### src/verilog/sync_serial_channel_consts.vh
/*
 * Constants of the synchronous serial channel: register offsets, field positions
 * and reset values.
 * Assumes a Wishbone slave with 32-bit data and byte addresses.
 */
`ifndef SYNC_SERIAL_CHANNEL_CONSTS_VH
`define SYNC_SERIAL_CHANNEL_CONSTS_VH

// ----------------------------------------------------------------------------
// Register byte offsets
// ----------------------------------------------------------------------------
`define OFS_CTRL      8'h00
`define OFS_BAUD      8'h04
`define OFS_TXDATA    8'h08
`define OFS_RXDATA    8'h0c
`define OFS_STATUS    8'h10
`define OFS_IRQ_CLR   8'h14
`define OFS_IRQ_EN    8'h18

// ----------------------------------------------------------------------------
// Control register fields
// ----------------------------------------------------------------------------
`define CTRL_LEN_LO   0
`define CTRL_LEN_HI   3
`define CTRL_MSB      4
`define CTRL_CPOL     5
`define CTRL_CPHA     6
`define CTRL_MASTER   7
`define CTRL_EN       8
`define CTRL_HDX      9
`define CTRL_LOOP     10
`define CTRL_SWAP     11
`define CTRL_WIDTH    12

// ----------------------------------------------------------------------------
// Event bits of status, clear and enable registers; busy and buffer full flags of status
// ----------------------------------------------------------------------------
`define EV_TX_EMPTY   0
`define EV_RX_FULL    1
`define EV_TX_ERR     2
`define EV_RX_ERR     3
`define EV_PH_ERR     4
`define EV_BR_ERR     5
`define EV_WIDTH      6
`define ST_BUSY       8
`define ST_TB_FULL    9
`define ST_RB_FULL    10

// ----------------------------------------------------------------------------
// Reset values
// ----------------------------------------------------------------------------
`define RST_CTRL      12'h00f
`define RST_BAUD      16'h0000
`define RST_IRQ_EN    6'h00

`endif

### src/verilog/sync_serial_channel.v
/*
 * Synchronous serial channel: master or slave shift engine with baud rate
 * generator, transmit and receive buffers, error detection and interrupts,
 * reached over a classic Wishbone slave.
 * Assumes all inputs, including the slave shift clock, are synchronous to clk_i.
 */
// The Wishbone register port and the register addresses were chosen for this implementation.
`timescale 1ns/10ps
`default_nettype none
`include "sync_serial_channel_consts.vh"

// Behaviour
// - Master drives shift clock; slave follows external.
// - Character length programmable from 2 to 16.
// - Selectable LSB-first or MSB-first shifting.
// - Selectable clock idle level, both modes.
// - Phase selects shift edge; latch opposite edge.
// - Full-duplex or half-duplex on shared line.
// - Separate transmit, receive and error interrupts.
// - Tx empty and rx full raise interrupts.
// - Buffer mishandling flags transmit/receive errors.
// - Phase and baudrate errors raise error interrupt.
// - Baud generator divides clock by 2(n+1).
// - Loopback option for testing.
// - Three link signals; configurable pin assignment.
module sync_serial_channel (
  input  wire        clk_i,
  input  wire        rst_i,
  input  wire        cyc_i,
  input  wire        stb_i,
  input  wire        we_i,
  input  wire [7:0]  adr_i,
  input  wire [3:0]  sel_i,
  input  wire [31:0] dat_i,
  output reg  [31:0] dat_o,
  output reg         ack_o,
  input  wire        sclk_i,
  output reg         sclk_o,
  output reg         sclk_oe_o,
  input  wire        dpa_i,
  output reg         dpa_o,
  output reg         dpa_oe_o,
  input  wire        dpb_i,
  output reg         dpb_o,
  output reg         dpb_oe_o,
  output reg         irq_tx_o,
  output reg         irq_rx_o,
  output reg         irq_err_o,
  output reg         irq_o
);

  // --------------------------------------------------------------------------
  // Registers and state
  // --------------------------------------------------------------------------
  reg  [11:0] ctrl_ff;
  reg  [15:0] baud_ff;
  reg  [5:0]  ien_ff;
  reg  [5:0]  stat_ff;
  reg  [15:0] tb_ff;
  reg         tb_full_ff;
  reg  [15:0] rb_ff;
  reg         rb_full_ff;
  reg         busy_ff;
  reg         sclk_ff;
  reg  [15:0] brc_ff;
  reg  [5:0]  ecnt_ff;
  reg  [4:0]  rcnt_ff;
  reg  [15:0] tsh_ff;
  reg  [15:0] rsh_ff;
  reg         first_ff;
  reg         sprev_ff;
  reg         dprev_ff;
  reg  [15:0] gap_ff;

  wire [31:0] wmask;
  wire        acc;
  wire        wr;
  wire        rd;
  wire        en;
  wire        master;
  wire        cpol;
  wire        cpha;
  wire        msb;
  wire        hdx;
  wire        loopb;
  wire        tx_on_a;
  wire [3:0]  len_m1;
  wire [4:0]  len;
  wire        txbit;
  wire        pin_rx;
  wire        rxbit;
  wire        edge_ev;
  wire        lead;
  wire        latch_ev;
  wire        shift_ev;
  wire        last_latch;
  wire        start;
  wire        idle_clk;
  wire        rb_read;
  wire        tb_write;
  wire [15:0] rx_word;
  wire [15:0] rx_next;
  wire [5:0]  ev;
  wire [5:0]  clr;

  // --------------------------------------------------------------------------
  // Byte lane mask
  // --------------------------------------------------------------------------
  genvar lane;
  generate
    for (lane = 0; lane < 4; lane = lane + 1) begin : g_lane
      assign wmask[lane*8 +: 8] = {8{sel_i[lane]}};
    end
  endgenerate

  // --------------------------------------------------------------------------
  // Control decode
  // --------------------------------------------------------------------------
  assign acc     = cyc_i & stb_i & ack_o;
  assign wr      = acc & we_i;
  assign rd      = acc & ~we_i;
  assign en      = ctrl_ff[`CTRL_EN];
  assign master  = ctrl_ff[`CTRL_MASTER];
  assign cpol    = ctrl_ff[`CTRL_CPOL];
  assign cpha    = ctrl_ff[`CTRL_CPHA];
  assign msb     = ctrl_ff[`CTRL_MSB];
  assign hdx     = ctrl_ff[`CTRL_HDX];
  assign loopb   = ctrl_ff[`CTRL_LOOP];
  assign tx_on_a = master ^ ctrl_ff[`CTRL_SWAP];
  assign len_m1  = (ctrl_ff[`CTRL_LEN_HI:`CTRL_LEN_LO] == 4'h0) ? 4'h1 :
                   ctrl_ff[`CTRL_LEN_HI:`CTRL_LEN_LO];
  assign len     = {1'b0, len_m1} + 5'h01;
  assign txbit   = msb ? tsh_ff[len_m1] : tsh_ff[0];
  assign pin_rx  = (tx_on_a ^ hdx) ? dpb_i : dpa_i;
  assign rxbit   = loopb ? txbit : pin_rx;

  // --------------------------------------------------------------------------
  // Clock edges
  // --------------------------------------------------------------------------
  // master or slave edges
  assign idle_clk = master ? sclk_ff : sprev_ff;
  assign edge_ev  = master ? (busy_ff & (brc_ff == 16'h0000)) : (en & (sclk_i != sprev_ff));
  assign lead     = (idle_clk == cpol);
  assign latch_ev = busy_ff & edge_ev & (lead == cpha);
  assign shift_ev = busy_ff & edge_ev & (lead != cpha);
  assign last_latch = latch_ev & (rcnt_ff == len_m1 + 5'h00);
  assign start    = en & ~busy_ff & tb_full_ff & (master | ~edge_ev);
  assign rb_read  = rd & (adr_i == `OFS_RXDATA);
  assign tb_write = wr & (adr_i == `OFS_TXDATA);
  assign rx_next  = msb ? {rsh_ff[14:0], rxbit} : {rxbit, rsh_ff[15:1]};
  assign rx_word  = msb ? (rx_next & ((16'h0001 << len) - 16'h0001)) :
                          (rx_next >> (5'h10 - len));

  // --------------------------------------------------------------------------
  // Events
  // --------------------------------------------------------------------------
  // buffer empty and full
  assign ev[`EV_TX_EMPTY] = start;
  assign ev[`EV_RX_FULL]  = last_latch;
  assign ev[`EV_TX_ERR]   = (tb_write & tb_full_ff) | (en & ~master & ~busy_ff & edge_ev);
  assign ev[`EV_RX_ERR]   = last_latch & rb_full_ff & ~rb_read;
  assign ev[`EV_PH_ERR]   = ~master & latch_ev & (pin_rx != dprev_ff) & ~loopb;
  assign ev[`EV_BR_ERR]   = ~master & busy_ff & edge_ev & (gap_ff < baud_ff);
  assign clr = (wr & (adr_i == `OFS_IRQ_CLR)) ? dat_i[5:0] & wmask[5:0] : 6'h00;

  // --------------------------------------------------------------------------
  // Wishbone slave
  // --------------------------------------------------------------------------
  always @(posedge clk_i) begin
    if (rst_i) begin
      ack_o   <= 1'b0;
      dat_o   <= 32'h00000000;
      ctrl_ff <= `RST_CTRL;
      baud_ff <= `RST_BAUD;
      ien_ff  <= `RST_IRQ_EN;
    end else begin
      ack_o <= cyc_i & stb_i & ~ack_o;
      case (adr_i)
        `OFS_CTRL:   dat_o <= {20'h00000, ctrl_ff};
        `OFS_BAUD:   dat_o <= {16'h0000, baud_ff};
        `OFS_TXDATA: dat_o <= {16'h0000, tb_ff};
        `OFS_RXDATA: dat_o <= {16'h0000, rb_ff};
        `OFS_STATUS: dat_o <= {21'h000000, rb_full_ff, tb_full_ff, busy_ff, 2'b00, stat_ff};
        `OFS_IRQ_EN: dat_o <= {26'h0000000, ien_ff};
        default:     dat_o <= 32'h00000000;
      endcase
      if (wr && (adr_i == `OFS_CTRL)) begin
        ctrl_ff <= (ctrl_ff & ~wmask[11:0]) | (dat_i[11:0] & wmask[11:0]);
      end
      if (wr && (adr_i == `OFS_BAUD)) begin
        baud_ff <= (baud_ff & ~wmask[15:0]) | (dat_i[15:0] & wmask[15:0]);
      end
      if (wr && (adr_i == `OFS_IRQ_EN)) begin
        ien_ff <= (ien_ff & ~wmask[5:0]) | (dat_i[5:0] & wmask[5:0]);
      end
    end
  end

  // --------------------------------------------------------------------------
  // Buffers and sticky status
  // --------------------------------------------------------------------------
  always @(posedge clk_i) begin
    if (rst_i) begin
      tb_ff      <= 16'h0000;
      tb_full_ff <= 1'b0;
      rb_ff      <= 16'h0000;
      rb_full_ff <= 1'b0;
      stat_ff    <= 6'h00;
    end else begin
      if (tb_write) begin
        tb_ff      <= (tb_ff & ~wmask[15:0]) | (dat_i[15:0] & wmask[15:0]);
        tb_full_ff <= 1'b1;
      end else if (start) begin
        tb_full_ff <= 1'b0;
      end
      if (last_latch) begin
        rb_ff      <= rx_word;
        rb_full_ff <= 1'b1;
      end else if (rb_read) begin
        rb_full_ff <= 1'b0;
      end
      stat_ff <= (stat_ff & ~clr) | ev;
    end
  end

  // --------------------------------------------------------------------------
  // Shift engine
  // --------------------------------------------------------------------------
  always @(posedge clk_i) begin
    if (rst_i) begin
      busy_ff  <= 1'b0;
      sclk_ff  <= 1'b0;
      brc_ff   <= 16'h0000;
      ecnt_ff  <= 6'h00;
      rcnt_ff  <= 5'h00;
      tsh_ff   <= 16'h0000;
      rsh_ff   <= 16'h0000;
      first_ff <= 1'b0;
      sprev_ff <= 1'b0;
      dprev_ff <= 1'b0;
      gap_ff   <= 16'h0000;
    end else begin
      sprev_ff <= sclk_i;
      dprev_ff <= pin_rx;
      if (edge_ev) begin
        gap_ff <= 16'h0000;
      end else if (gap_ff != 16'hffff) begin
        gap_ff <= gap_ff + 16'h0001;
      end
      if (!en) begin
        busy_ff <= 1'b0;
        sclk_ff <= cpol;
      end else if (start) begin
        busy_ff  <= 1'b1;
        tsh_ff   <= tb_ff;
        brc_ff   <= baud_ff;
        ecnt_ff  <= 6'h00;
        rcnt_ff  <= 5'h00;
        first_ff <= 1'b1;
        sclk_ff  <= cpol;
      end else if (busy_ff) begin
        if (master) begin
          if (brc_ff == 16'h0000) begin
            brc_ff  <= baud_ff;
            sclk_ff <= ~sclk_ff;
          end else begin
            brc_ff <= brc_ff - 16'h0001;
          end
        end
        if (edge_ev) begin
          first_ff <= 1'b0;
          ecnt_ff  <= ecnt_ff + 6'h01;
        end
        if (shift_ev && !(first_ff && !cpha)) begin
          tsh_ff <= msb ? {tsh_ff[14:0], 1'b0} : {1'b0, tsh_ff[15:1]};
        end
        if (latch_ev) begin
          rsh_ff  <= rx_next;
          rcnt_ff <= rcnt_ff + 5'h01;
        end
        if (edge_ev && (ecnt_ff == {len, 1'b0} - 6'h01)) begin
          busy_ff <= 1'b0;
        end
      end else begin
        sclk_ff <= cpol;
      end
    end
  end

  // --------------------------------------------------------------------------
  // Pins and interrupt outputs
  // --------------------------------------------------------------------------
  always @(posedge clk_i) begin
    if (rst_i) begin
      sclk_o    <= 1'b0;
      sclk_oe_o <= 1'b0;
      dpa_o     <= 1'b0;
      dpa_oe_o  <= 1'b0;
      dpb_o     <= 1'b0;
      dpb_oe_o  <= 1'b0;
      irq_tx_o  <= 1'b0;
      irq_rx_o  <= 1'b0;
      irq_err_o <= 1'b0;
      irq_o     <= 1'b0;
    end else begin
      sclk_o    <= sclk_ff;
      sclk_oe_o <= en & master;
      dpa_o    <= tx_on_a & ~hdx & txbit;
      dpa_oe_o <= en & ~loopb & tx_on_a & (~hdx | (busy_ff & ~txbit));
      dpb_o    <= ~tx_on_a & ~hdx & txbit;
      dpb_oe_o <= en & ~loopb & ~tx_on_a & (~hdx | (busy_ff & ~txbit));
      irq_tx_o  <= stat_ff[`EV_TX_EMPTY] & ien_ff[`EV_TX_EMPTY];
      irq_rx_o  <= stat_ff[`EV_RX_FULL] & ien_ff[`EV_RX_FULL];
      irq_err_o <= |(stat_ff[5:2] & ien_ff[5:2]);
      irq_o     <= |(stat_ff & ien_ff);
    end
  end

endmodule
`default_nettype wire

### config.mk
export PLATFORM = sky130hd
export DESIGN_NAME = sync_serial_channel
export DESIGN_NICKNAME = d
export VERILOG_FILES = /design/src/verilog/sync_serial_channel.v
export VERILOG_INCLUDE_DIRS = /design/src /design/src/verilog
export SDC_FILE = /design/constraint.sdc
export NUM_CORES = 1
export LEC_CHECK = 0
export BUFFER_PORTS_ARGS = -buffer_cell sky130_fd_sc_hd__buf_2
export CAP_MARGIN = 20
export CORE_MARGIN = 2
export CORE_UTILIZATION = 40
export DETAILED_ROUTE_END_ITERATION = 16
export GPL_TIMING_DRIVEN = 0
export PLACE_DENSITY = 0.69
export SYNTH_ARGS = -nofsm -noshare
export SYNTH_HDL_FRONTEND = slang
export SYNTH_SLANG_ARGS = --single-unit
### constraint.sdc
create_clock -name clk_i -period 3.7 [get_ports clk_i]
set_clock_uncertainty 0.15 [all_clocks]
set_input_delay 0.74 -clock clk_i [delete_from_list [all_inputs] [get_ports clk_i]]
set_output_delay 0.74 -clock clk_i [all_outputs]
set_load 0.02 [all_outputs]
==> impl_metrics.py <==
metrics = {
    "outcome": {
        "outcome": "finished, final reports clean",
    },
    "worst_hold_path": {
        "hold_class": "flip-flop to flip-flop",
        "min_from": "ack_o",
        "holdPathEnd": "ack_o",
        "holdPathStages": 1,
    },
    "synth": {
        "ys.flop_type": "dfxtp_1",
        "ys_async_sr_fraction_pct": 0,
        "synth_edf_count": 0,
        "ys_types": 82,
        "syn_inst": 1251,
        "synth_area_sq_mm": 0.01043,
        "seq_area_frac_synth_pct": 34.73,
        "syn_area_per_cell_sq_um": 8.340,
        "synth-seq-cells": 181,
        "yosys_warnings": 0,
    },
    "die": {
        "dieHeight_um": 165.5,
        "ioPinCount": 95,
        "start_util_pct": 40.38,
        "dieArea_sq_mm": 0.02739,
        "die_w_um": 165.5,
        "rows": 59,
        "core_area_sq_mm": 0.02584,
    },
    "power_and_ir_drop": {
        "p_int_mw": 2.904,
        "max-vdd-ir-drop_mv": 0.3108,
        "power_mw": 3.916,
        "power_density_mw_per_mm2": 330.6,
        "switchingPower_mw": 1.012,
        "pwr-share-comb_pct": 4.0,
        "clkPwrFrac_pct": 46.1,
        "p_leak_nw": 4.428,
        "p_sw_share_pct": 25.83,
        "p_seq_share_pct": 49.9,
    },
    "clock_network": {
        "hold_buffers": 0,
        "clkSinkCount": 181,
        "path_clk_slew_ns": 0.08,
        "numCtsBuffers": 17,
        "clk_latency_ns": 0.44,
        "h-tree-depth": 4,
        "cts_buffer_depth": 2,
        "cts_tree": "built",
        "cts_post_setup_buffers_inserted": 0,
        "root_buffer": "clkbuf_16",
    },
    "final_layout": {
        "fin_nets": 1420,
        "fin_area_sq_mm": 0.01184,
        "multiInputGateArea_sq_mm": 0.006250,
        "final_cell_mix": "nor2_1, dfxtp_1, nand2_1",
        "area_delta_synth_final_pct": 13.52,
        "layout_commonest_cell": "nor2_1",
        "n_fill_cell": 2534,
        "drive_gt1_share_pct": 14.74,
        "seq_area_sq_mm": 0.003623,
    },
    "placement": {
        "placed_area_sq_mm": 0.01121,
        "port_buffers": 60,
        "finalWeightedCongestion": 0.9595,
        "detailed_place_hpwl_mm": 28.10,
    },
    "route": {
        "wl_mm": 36.67,
        "drc": 0,
        "vias": 10080,
        "avgRoutedWirePerCell_um": 21.66,
        "routed_via_density": 5.952,
        "drtAntennaViolNets": 0,
        "drtIter0Drc": 1297,
        "drtPass1Iterations": 5,
    },
    "timing": {
        "fmax_mhz": 277.5,
        "finalSetupViolCount": 0,
        "period_share_pct": 97.40,
        "worst_slew_pin_slew_ns": 0.9213,
        "hold_violations": 0,
        "finalMaxSlewViolations": 0,
        "fin_crit_ns": 3.604,
        "tns_ns": 0,
        "relSlewSlack_pct": 38.58,
    },
    "critical_path": {
        "worstRegToRegCells": 10,
        "regToRegSetupSlack_ns": 0.1,
        "r2r_end": "rb_ff[4]",
        "arrival_ns": 3.75,
        "endpoint_kind": "flip-flop",
        "start_kind": "flip-flop",
        "worstPathCellList": "clkbuf_4 -> xor2_1 -> ha_1 -> mux2i_2 -> o311a_2 -> a211oi_2 -> a21oi_1 -> o31ai_1 -> a2111oi_1 -> nor3_1",
        "crit_path_max_incr_delay_ns": 0.62,
        "crit_fanout": 10,
        "critical_path_class": "flip-flop to flip-flop",
        "cp_slowest_cell": "a2111oi_1",
        "cp_data_required_time_ns": 3.84,
    },
    "global_route": {
        "grt_pass1_wl_mm": 55.57,
        "grt_use_total_pct": 26.84,
        "grt_max_degree": 20,
        "antenna_found_initial": 0,
        "grt_pass1_vias": 9294,
        "overflow": 0,
    },
    "run": {
        "maxCapViolations": 0,
    },
}
==> what timing repair did <==
item,in CTS,in global routing
endpoints found under the hold margin,0,0
resized for setup,6,11
endpoints found under the setup margin,9,10
==> worst max-delay path: cells and delay by family, from the launching register on <==
kind	cells	cell delay [ns]
XOR/XNOR	1	0.27
AND/OR/NAND/NOR	1	0.08
flip-flops	1	0.45
buffers and inverters	1	0.27
multiplexers	1	0.44
AO/OA/AOI/OAI	5	1.48
adder cells (fa/ha/maj)	1	0.31
==> metrics by stage <==
stage | cells | setup WS, ns | util, % | hold slack [ns]
after floorplan | 1266 | 0.7871 | - | 0.2815
after global placement | 1661 | -0.3831 | 43.39 | 0.2761
after detailed placement | 1661 | -0.2822 | 43.39 | 0.2889
after CTS | 1692 | 0.02125 | 45.74 | 0.2969
after global routing | 1692 | -0.02932 | 45.83 | 0.3379
final | 1693 | 0.09623 | 45.84 | 0.2953
==> power by group through the flow <==
stage	clock (mW)	combinational (mW)	sequential (mW)
floorplan	0	0.0863	2.00
global placement	0	0.151	2.00
detailed placement	0	0.152	2.00
CTS	1.82	0.153	1.95
global route	1.90	0.166	1.96
finish	1.80	0.156	1.95
==> routing by layer <==
metal | GRT usage, % | routed length, um | share of wire, %
met4 | 10.78 | 1319 | 3.6
met5 | 0 | 0 | 0
met2 | 41.47 | 16180 | 44
met1 | 36.85 | 16250 | 44
met3 | 4.970 | 2925 | 8.0
==> cells in the mapped netlist (all sizes together), types with 3 or more instances <==
library cell	count	area share, %
a2111oi	10	1.1
a211o	6	0.50
a211oi	23	1.7
a21boi	7	0.50
a21o	6	0.43
a21oi	69	3.3
a221oi	17	1.4
a22oi	36	2.6
a311oi	8	0.67
a31oi	11	0.66
and2	4	0.24
and3	7	0.47
and4	4	0.34
buf	59	3.3
clkbuf	47	1.7
dfxtp	181	35
ha	24	2.9
inv	36	1.3
mux2	21	2.3
mux2i	91	8.7
mux4	5	1.1
nand2	106	3.8
nand2b	14	0.84
nand3	25	1.2
nand3b	4	0.29
nand4	11	0.66
nor2	193	7.4
nor2b	12	0.72
nor3	33	2.1
nor3b	3	0.26
nor4	7	0.42
o2111a	3	0.32
o2111ai	7	0.59
o211ai	4	0.29
o21ai	45	2.2
o21bai	5	0.36
o221ai	5	0.42
o22ai	5	0.30
o311ai	3	0.25
o31ai	5	0.36
o41ai	6	0.50
or3	9	0.54
or4	3	0.22
xnor2	15	1.3
xor2	26	2.2
==> cells by family (layout without fill, tap and decap cells) <==
kind of cell,count (synthesis),count (layout),synth area share (%)
and+or+nand+nor,443,443,20.16
AOI/OAI and AO/OA,302,302,20.41
DFF,181,181,34.73
buffers and inverters,142,233,6.272
muxes,117,117,12.08
xor gates and xnor gates,41,41,3.442
adders and majority gates,24,24,2.878
other,1,17,0.03594
==> cell type report <==
cell class / instances / share of cell area (%)
Antenna cell: 1 / 0.02113
Buffer: 105 / 4.426
Inverter: 36 / 1.141
Tap cell: 335 / 3.539
Timing Repair Buffer: 60 / 2.535
Clock inverter: 15 / 1.384
Multi-Input combinational cell: 943 / 52.77
Sequential cell: 181 / 30.59
Clock buffer: 17 / 3.592
==> worst max path at each step <==
stage              start        to  cells after the start
5_1_grt        flip-flop  rb_ff[4]                     10
3_3_place_gp   flip-flop  rb_ff[6]                     13
2_1_floorplan  flip-flop  rb_ff[0]                     10
3_5_place_dp   flip-flop  rb_ff[0]                     10
6_report       flip-flop  rb_ff[4]                     10
4_1_cts        flip-flop  rb_ff[1]                     10
Power figures use the tool's default switching activity.
